<file path="src/inc/wtrf_consts.vh">
// constants shared by the watchdog timer design files
// Behaviour
// - mode bit 0 run enable, set only
// - mode bit 1 reset enable, set only
// - enables cleared only by reset, underflow or feed error
// - bit 2 timeout flag, survives own reset
// - bit 3 interrupt flag, read only
// - interrupt request held while flag set
// - mode writes act only after feed
// - run off stops; interrupt mode flags only
// - reset mode resets chip, no interrupt
// - constant resets 0xFF, floor 0xFF
// - feed reloads counter from constant
// - first feed starts; earlier errors ignored
// - wrong access after 0xAA triggers action
// - error reset in second clock after
// - counter read is a locked snapshot
// - fires whenever running, also asleep
// - divide-by-4 prescaler, underflow times out
// - settings reach counter 3 ticks later
`ifndef WTRF_CONSTS_VH
`define WTRF_CONSTS_VH
// register offsets
`define WTRF_OFF_MODE 4'h0
`define WTRF_OFF_TC 4'h4
`define WTRF_OFF_FEED 4'h8
`define WTRF_OFF_SNAP 4'hC
// mode register bit positions
`define WTRF_BIT_RUN 0
`define WTRF_BIT_RST 1
`define WTRF_BIT_TOF 2
`define WTRF_BIT_IRQ 3
// reset values and limits
`define WTRF_TC_RESET 32'h000000FF
`define WTRF_TC_MIN 32'h000000FF
`define WTRF_ZERO32 32'h00000000
// feed keys
`define WTRF_KEY_FIRST 8'hAA
`define WTRF_KEY_SECOND 8'h55
// prescaler terminal value (divide by 4)
`define WTRF_PRESC_LAST 2'h3
`define WTRF_PRESC_ZERO 2'h0
// depth of the settle pipeline in count-clock ticks
`define WTRF_SETTLE_DEPTH 3
// feed sequence states
`define WTRF_FEED_IDLE 1'b0
`define WTRF_FEED_ARMED 1'b1
`endif
</file>
<file path="src/design/wtrf_dly.v">
// settle pipeline advancing once per count-clock tick
`timescale 1ns/100ps
`default_nettype none
module wtrf_dly #(
  parameter W = 35,
  parameter DEPTH = 3,
  parameter [W-1:0] INIT = {W{1'b0}}
) (
  input wire clk,
  input wire rst_n,
  input wire ce,
  input wire clr,
  input wire shift,
  input wire [W-1:0] din,
  output wire [W-1:0] dout
);
  reg [W-1:0] stage_reg [0:DEPTH-1]; // pipeline stages
  integer i;

  // shift on tick; synchronous clear for the watchdog's own reset
  always @(posedge clk or negedge rst_n) begin
    if (!rst_n) begin
      for (i = 0; i < DEPTH; i = i + 1) begin
        stage_reg[i] <= INIT;
      end
    end else if (ce) begin
      if (clr) begin
        for (i = 0; i < DEPTH; i = i + 1) begin
          stage_reg[i] <= INIT;
        end
      end else if (shift) begin
        stage_reg[0] <= din;
        for (i = 1; i < DEPTH; i = i + 1) begin
          stage_reg[i] <= stage_reg[i-1];
        end
      end
    end
  end

  // oldest stage drives the counter logic
  assign dout = stage_reg[DEPTH-1];
endmodule // wtrf_dly
`default_nettype wire

</file>
<file path="src/design/wtrf_sync.v">
// two-flop synchroniser with rising-edge tick for the count clock
`timescale 1ns/100ps
`default_nettype none
module wtrf_sync (
  input wire clk,
  input wire rst_n,
  input wire ce,
  input wire async_in,
  output wire tick
);
  reg meta_reg; // first stage, read only by sync_reg
  reg sync_reg; // second stage
  reg prev_reg; // delayed copy for edge detection

  // sample and shift, frozen while clock enable is low
  always @(posedge clk or negedge rst_n) begin
    if (!rst_n) begin
      meta_reg <= 1'b0;
      sync_reg <= 1'b0;
      prev_reg <= 1'b0;
    end else if (ce) begin
      meta_reg <= async_in;
      sync_reg <= meta_reg;
      prev_reg <= sync_reg;
    end
  end

  // one pulse per rising count-clock edge
  assign tick = sync_reg & ~prev_reg;
endmodule // wtrf_sync
`default_nettype wire

</file>
<file path="src/design/wtrf_wdt.v">
// watchdog timer with mode, constant, feed and snapshot registers
`timescale 1ns/100ps
`default_nettype none
`include "wtrf_consts.vh"
module wtrf_wdt #(
  parameter CW = 32
) (
  input wire MCLK,
  input wire RESETN,
  input wire CE,
  input wire COUNT_CLOCK,
  input wire PSEL,
  input wire PENABLE,
  input wire PWRITE,
  input wire [3:0] PADDR,
  input wire [31:0] PWDATA,
  output reg [31:0] PRDATA,
  output reg WDT_IRQ,
  output reg WDT_RST_REQ
);
  // width of the settle pipeline word: constant, two mode bits, reload request
  localparam PW = CW + 3;

  // software-visible mode bits
  reg run_sw_reg; // set-only run enable
  reg rst_sw_reg; // set-only reset enable
  reg tof_reg; // time-out flag
  reg irq_reg; // interrupt flag, read only
  // mode copies made at a valid feed
  reg run_act_reg;
  reg rst_act_reg;
  // time-out constant
  reg [31:0] tc_reg;
  // feed sequence state
  reg feed_state_reg;
  // reload request waiting to enter the settle pipeline
  reg pend_reg;
  // watchdog has seen its first valid feed with run enabled
  reg started_reg;
  // counter, prescaler and snapshot
  reg [CW-1:0] count_reg;
  reg [1:0] presc_reg;
  reg [CW-1:0] snap_reg;
  // feed-error action waiting one clock
  reg err_pend_reg;

  // bus decode
  wire acc; // access phase of any transfer
  wire wr; // write access phase
  wire rd_setup; // setup phase of a read
  wire wr_mode;
  wire wr_tc;
  wire wr_feed;
  wire hit; // address maps to a watchdog register
  wire [7:0] feed_byte;

  // count-clock side
  wire tick; // one pulse per synchronised rising count-clock edge
  wire [PW-1:0] dly_in;
  wire [PW-1:0] dly_out;
  wire [CW-1:0] set_tc; // settled constant
  wire set_run; // settled run enable
  wire set_rst; // settled reset enable
  wire set_pend; // settled reload request
  wire running;
  wire ptick; // prescaled tick
  wire underflow;

  // event decode
  wire feed_ok; // 0x55 completes an armed sequence
  wire feed_err; // wrong access while armed
  wire fire; // time-out or feed error
  wire own_reset; // watchdog resets the chip
  wire own_irq; // watchdog raises the interrupt flag

  // floor a written constant at the minimum
  function [31:0] wtrf_floor;
    input [31:0] v;
    begin
      if (v < `WTRF_TC_MIN) begin
        wtrf_floor = `WTRF_TC_MIN;
      end else begin
        wtrf_floor = v;
      end
    end
  endfunction

  // compare a transfer address with a register offset
  function wtrf_at;
    input [3:0] a;
    input [3:0] off;
    begin
      wtrf_at = (a == off);
    end
  endfunction

  // bus phase decode
  assign acc = PSEL & PENABLE;
  assign wr = acc & PWRITE;
  assign rd_setup = PSEL & ~PENABLE & ~PWRITE;
  assign wr_mode = wr & wtrf_at(PADDR, `WTRF_OFF_MODE);
  assign wr_tc = wr & wtrf_at(PADDR, `WTRF_OFF_TC);
  assign wr_feed = wr & wtrf_at(PADDR, `WTRF_OFF_FEED);
  assign hit = wtrf_at(PADDR, `WTRF_OFF_MODE) | wtrf_at(PADDR, `WTRF_OFF_TC) |
               wtrf_at(PADDR, `WTRF_OFF_FEED) | wtrf_at(PADDR, `WTRF_OFF_SNAP);
  assign feed_byte = PWDATA[7:0];

  assign feed_ok = wr_feed & (feed_state_reg == `WTRF_FEED_ARMED) &
                   (feed_byte == `WTRF_KEY_SECOND);
  // wrong access after the first key
  assign feed_err = acc & hit & (feed_state_reg == `WTRF_FEED_ARMED) & ~feed_ok &
                    started_reg;

  // synchronise the count clock into the bus clock
  wtrf_sync u_sync (
    .clk(MCLK),
    .rst_n(RESETN),
    .ce(CE),
    .async_in(COUNT_CLOCK),
    .tick(tick)
  );

  assign dly_in = {pend_reg, rst_act_reg, run_act_reg, tc_reg[CW-1:0]};
  wtrf_dly #(
    .W(PW),
    .DEPTH(`WTRF_SETTLE_DEPTH),
    .INIT({3'b000, `WTRF_TC_RESET})
  ) u_dly (
    .clk(MCLK),
    .rst_n(RESETN),
    .ce(CE),
    .clr(own_reset),
    .shift(tick),
    .din(dly_in),
    .dout(dly_out)
  );
  assign set_tc = dly_out[CW-1:0];
  assign set_run = dly_out[CW];
  assign set_rst = dly_out[CW+1];
  assign set_pend = dly_out[CW+2];

  // counting needs run enable and a first feed
  assign running = started_reg & set_run;
  assign ptick = tick & running & (presc_reg == `WTRF_PRESC_LAST);
  assign underflow = ptick & ~set_pend & (count_reg == {CW{1'b0}});

  // fires whenever running, independent of sleep
  assign fire = underflow | err_pend_reg;
  assign own_reset = fire & set_rst;
  assign own_irq = fire & ~set_rst;

  // feed sequence tracker
  always @(posedge MCLK or negedge RESETN) begin
    if (!RESETN) begin
      feed_state_reg <= `WTRF_FEED_IDLE;
    end else if (CE) begin
      if (own_reset) begin
        // watchdog reset drops a half-done sequence
        feed_state_reg <= `WTRF_FEED_IDLE;
      end else if (acc & hit) begin
        case (feed_state_reg)
          `WTRF_FEED_IDLE: begin
            if (wr_feed & (feed_byte == `WTRF_KEY_FIRST)) begin
              feed_state_reg <= `WTRF_FEED_ARMED;
            end
          end
          `WTRF_FEED_ARMED: begin
            // any mapped register access ends the sequence, good or bad
            feed_state_reg <= `WTRF_FEED_IDLE;
          end
          default: begin
            feed_state_reg <= `WTRF_FEED_IDLE;
          end
        endcase
      end
    end
  end

  // feed error held one clock so its action lands in the second clock
  always @(posedge MCLK or negedge RESETN) begin
    if (!RESETN) begin
      err_pend_reg <= 1'b0;
    end else if (CE) begin
      err_pend_reg <= feed_err & ~own_reset;
    end
  end

  // mode register bits
  always @(posedge MCLK or negedge RESETN) begin
    if (!RESETN) begin
      run_sw_reg <= 1'b0;
      rst_sw_reg <= 1'b0;
      run_act_reg <= 1'b0;
      rst_act_reg <= 1'b0;
    end else if (CE) begin
      if (fire) begin
        // underflow or feed error clears the enables
        run_sw_reg <= 1'b0;
        rst_sw_reg <= 1'b0;
        run_act_reg <= 1'b0;
        rst_act_reg <= 1'b0;
      end else begin
        if (wr_mode) begin
          run_sw_reg <= run_sw_reg | PWDATA[`WTRF_BIT_RUN];
          rst_sw_reg <= rst_sw_reg | PWDATA[`WTRF_BIT_RST];
        end
        if (feed_ok) begin
          run_act_reg <= run_sw_reg;
          rst_act_reg <= rst_sw_reg;
        end
      end
    end
  end

  // time-out flag: survives the watchdog's own reset
  always @(posedge MCLK or negedge RESETN) begin
    if (!RESETN) begin
      tof_reg <= 1'b0;
    end else if (CE) begin
      if (fire) begin
        // set wins over a software clear
        tof_reg <= 1'b1;
      end else if (wr_mode & ~PWDATA[`WTRF_BIT_TOF]) begin
        tof_reg <= 1'b0;
      end
    end
  end

  // interrupt flag: no software clear
  always @(posedge MCLK or negedge RESETN) begin
    if (!RESETN) begin
      irq_reg <= 1'b0;
    end else if (CE) begin
      if (own_reset) begin
        irq_reg <= 1'b0;
      end else if (own_irq) begin
        irq_reg <= 1'b1;
      end
    end
  end

  // time-out constant register
  always @(posedge MCLK or negedge RESETN) begin
    if (!RESETN) begin
      tc_reg <= `WTRF_TC_RESET;
    end else if (CE) begin
      if (own_reset) begin
        tc_reg <= `WTRF_TC_RESET;
      end else if (wr_tc) begin
        tc_reg <= wtrf_floor(PWDATA);
      end
    end
  end

  // reload request waiting for the next tick
  always @(posedge MCLK or negedge RESETN) begin
    if (!RESETN) begin
      pend_reg <= 1'b0;
    end else if (CE) begin
      if (own_reset) begin
        pend_reg <= 1'b0;
      end else if (feed_ok) begin
        pend_reg <= 1'b1;
      end else if (tick) begin
        // request has moved into the pipeline
        pend_reg <= 1'b0;
      end
    end
  end

  // counter, prescaler and start flag
  always @(posedge MCLK or negedge RESETN) begin
    if (!RESETN) begin
      count_reg <= `WTRF_TC_RESET;
      presc_reg <= `WTRF_PRESC_ZERO;
      started_reg <= 1'b0;
    end else if (CE) begin
      if (fire) begin
        // stop counting until fed again
        started_reg <= 1'b0;
        presc_reg <= `WTRF_PRESC_ZERO;
        if (own_reset) begin
          count_reg <= `WTRF_TC_RESET;
        end
      end else if (tick & set_pend) begin
        count_reg <= set_tc;
        presc_reg <= `WTRF_PRESC_ZERO;
        started_reg <= set_run;
      end else if (tick & running) begin
        presc_reg <= presc_reg + 2'h1;
        if (ptick) begin
          count_reg <= count_reg - {{(CW-1){1'b0}}, 1'b1};
        end
      end
    end
  end

  // snapshot locked on each count tick
  always @(posedge MCLK or negedge RESETN) begin
    if (!RESETN) begin
      snap_reg <= `WTRF_TC_RESET;
    end else if (CE) begin
      if (tick) begin
        snap_reg <= count_reg;
      end
    end
  end

  // read data captured in the setup phase
  always @(posedge MCLK or negedge RESETN) begin
    if (!RESETN) begin
      PRDATA <= `WTRF_ZERO32;
    end else if (CE) begin
      if (rd_setup) begin
        case (PADDR)
          `WTRF_OFF_MODE: begin
            PRDATA <= {28'h0000000, irq_reg, tof_reg, rst_sw_reg, run_sw_reg};
          end
          `WTRF_OFF_TC: begin
            PRDATA <= tc_reg;
          end
          `WTRF_OFF_SNAP: begin
            PRDATA <= snap_reg;
          end
          default: begin
            // feed register and unmapped addresses read zero
            PRDATA <= `WTRF_ZERO32;
          end
        endcase
      end
    end
  end

  // interrupt and chip reset outputs
  always @(posedge MCLK or negedge RESETN) begin
    if (!RESETN) begin
      WDT_IRQ <= 1'b0;
      WDT_RST_REQ <= 1'b0;
    end else if (CE) begin
      WDT_IRQ <= irq_reg & ~own_reset;
      // reset pulse in the second clock
      WDT_RST_REQ <= own_reset;
    end
  end
endmodule // wtrf_wdt
`default_nettype wire

</file>
<file path="config.mk">
export PLATFORM = sky130hd
export DESIGN_NAME = wtrf_wdt
export DESIGN_NICKNAME = d
export VERILOG_FILES = /design/src/design/wtrf_dly.v /design/src/design/wtrf_sync.v /design/src/design/wtrf_wdt.v
export VERILOG_INCLUDE_DIRS = /design/src /design/src/inc
export SDC_FILE = /design/constraint.sdc
export NUM_CORES = 1
export LEC_CHECK = 0
export BUFFER_PORTS_ARGS = -buffer_cell sky130_fd_sc_hd__buf_2
export CAP_MARGIN = 40
export CORE_MARGIN = 2
export CORE_UTILIZATION = 50
export DETAILED_ROUTE_END_ITERATION = 7
export PLACE_DENSITY = 0.73
export SKIP_LAST_GASP = 1
export SYNTH_ARGS = -nofsm -noshare
export SYNTH_HDL_FRONTEND = slang
export SYNTH_SLANG_ARGS = --single-unit
export TNS_END_PERCENT = 50
</file>
<file path="constraint.sdc">
create_clock -name MCLK -period 2.9 [get_ports MCLK]
set_input_delay 0.145 -clock MCLK [delete_from_list [all_inputs] [get_ports MCLK]]
set_output_delay 0.145 -clock MCLK [all_outputs]
set_load 0.01 [all_outputs]
</file>
==> reports/metrics.cfg <==
[timing]
worst_slew_pin_slew_ns = 0.824
slew_viol_final = 0
fin_skew_ns = 0.0113
worst_slack_ns = 0.0476
fin_crit_ns = 2.85
period_share = 0.984
hold_viol_final = 0
max_freq_mhz = 351
final-setup-viol-count = 0
slew_headroom = 0.448

[setup_path]
startpoint_type = flop
required_ns = 3.32
crit_type = flop to flop
arrival_ns = 3.27
worst_setup_path_end_kind = flop
worst-path-max-fanout = 6

[pwr]
p_sw_frac = 0.234
power_frac_comb = 0.078
leakage_nw = 5.92
p_clk_frac = 0.419
powerDensity_nw_per_um2 = 624
power_frac_seq = 0.503
p_sw_mw = 1.87
power_mw = 7.99
ir_drop_v = 0.000459
p_int_mw = 6.12

[logic_synthesis]
synth.most_common_cell = dfrtp_1
yosys-top-cells-area = dfrtp_1 48%, dfstp_2 12%, a22o_1 8.9%, nand2_1 5.6%, o21ai_0 3.4%
synthTopCellsByCount = 202 x dfrtp_1, 156 x nand2_1, 107 x a22o_1
synth.ff_latch_count = 250
netlist_area_sq_um = 10500
ys_seq_area_frac = 0.599
yosys_warnings = 0
synthCells = 965
synth_fp_nets = 1010
synth_top_area_cell = dfrtp_1
synth_top_area_frac = 0.479
synthFlopType = dfrtp_1
synth_edf_count = 0
synth_cell_types = 54
syn_area_per_cell_sq_um = 10.9
async_reset_ff_frac = 1.00

[run_status]
outcome = complete, no violations

[die]
coreArea_sq_um = 20900
ios = 77
start_util = 0.505
die_w_microns = 149
dieArea_sq_um = 22300
num_rows = 53
die_h_microns = 149

[clocking]
numCtsBuffers = 27
cts_tree = built
cts_buffer_depth = 3
cts.reportedPaths.clkPinSlew_ns = 0.06
clock_sinks = 250
ctsHtreeMaxLevel = 1
clock-root-buffer = clkbuf_16
insertion_delay_ns = 0.53

[min_path]
hp-class = primary input to flop

[cells_and_area]
largest_reg_flops = 70
final_nets = 1136
n_fill_cell = 1691
fin_cells = 1385
multi_input_area_sq_um = 3930
final_cell_area_sq_um = 12800
layout-drive-gt1-share = 0.220
fin_util = 0.613
n_antenna_cell = 0
layout-area-overhead-vs-synth_pct = 21.5
regArea_sq_um = 6320

[placement]
port_buffers = 76
placed_cells = 1300
dpl-instance-area_sq_um = 11500
dp_hpwl_microns = 17900
pre_cts_ws_ns = -0.0239
gp_congestion = 0.866

[detailed_routing]
dr.pass1.iters = 5
drt_iter0_drc = 674
vias = 8240
drc = 0
wirelength_microns = 27200
post_drt_wl_per_cell_microns = 19.6
postRouteAntennaNets = 0
vias_per_cell = 5.95

[global_routing]
grt_pass1_wl_microns = 44400
grt_max_degree = 69
antenna_found_initial = 0
first_global_vias = 8308
globalRoute.totalOverflow = 0
grt_use_total = 0.250

[job]
max_cap_violations = 0

-- cell families after synthesis --
family	Yosys count	synth area share
and+or+nand+nor	300	0.130
xor gates and xnor gates	1	0.000831
buffers and inverters	81	0.0329
AOI/OAI and AO/OA	321	0.225
adders and majority gates	2	0.00237
muxes	10	0.00985
DFF	250	0.599
-- worst paths after layout --
check	startpoint	to	slack, ns	cells past startpoint
max	count_reg[19]	count_reg[17]	0.05	7
min	PSEL	pend_reg	0.05	5
max reg2reg	count_reg[19]	count_reg[17]	0.05	7
min reg2reg	snap_reg[7]	snap_reg[7]	0.46	2
max in group asynchronous	RESETN	u_dly.dout[2]	1.83	3
min in group asynchronous	RESETN	PRDATA[21]	0.16	2
-- worst max-delay path, cell delays in order, from the launching register on --
cell and delay [ns]:
dfrtp_1 0.38, or4_4 0.55, or4b_4 0.59, o41a_1 0.42
mux2i_2 0.30, buf_4 0.21, o21ai_1 0.07, a22o_1 0.21
-- power by group through the flow --
stage / Combinational, mW / Sequential [mW] / Clock, mW
2_1_floorplan: 0.348 / 4.01 / 0
3_3_place_gp: 0.573 / 4.06 / 0
3_5_place_dp: 0.590 / 4.07 / 0
4_1_cts: 0.630 / 4.02 / 3.40
5_1_grt: 0.692 / 4.05 / 3.56
6_report: 0.622 / 4.02 / 3.35
-- placed cells by master (no fill, tap or decap), types with 9 or more instances in the layout --
cell           count
a21oi_1           28
dlygate4sd3_1     34
nor3_1            21
nor2_1            43
nor4_1            21
clkbuf_16         27
nand2_1          156
dfstp_2           48
dfrtp_1          202
buf_12            10
a22o_1           107
a22oi_1           35
nand4_1           10
inv_1             10
o21ai_0           71
o22a_1            33
nand3_1            9
buf_2             76
o2bb2ai_1         13
buf_4             46
-- routing by layer --
metal	vias up	GRT usage	share of wire
met5	-	0	0
li1	3811	-	-
met3	55	0.0339	0.051
met4	0	0.101	0.041
met2	241	0.399	0.47
met1	4133	0.349	0.44
-- layout make-up --
cell class	count	share of cell area
flip-flops and latches	250	0.493
multi-input cells	634	0.307
repair buffers	168	0.102
clock buffers	36	0.0585
well taps	275	0.0269
clock inverters	12	0.00918
inverters	10	0.00293
-- repair_timing --
| item | CTS | global route |
|---|---|---|
| pin swaps | 0 | 4 |
| gates resized for setup | 2 | 7 |
| buffers inserted | 0 | 2 |
| endpoints found under the hold margin | 101 | 0 |
| endpoints found under the setup margin | 19 | 30 |
| gates cloned | 0 | 1 |
| hold buffers | 34 | 0 |
-- through the flow --
stage / hold WS (ns) / TNS (ns)
global placement: 0.145 / 0
floorplan: -0.151 / 0
CTS: 0.0382 / 0
detailed placement: 0.149 / -0.189
finish: 0.0463 / 0
global route: 0.0906 / -0.0489
Power figures use the tool's default switching activity.
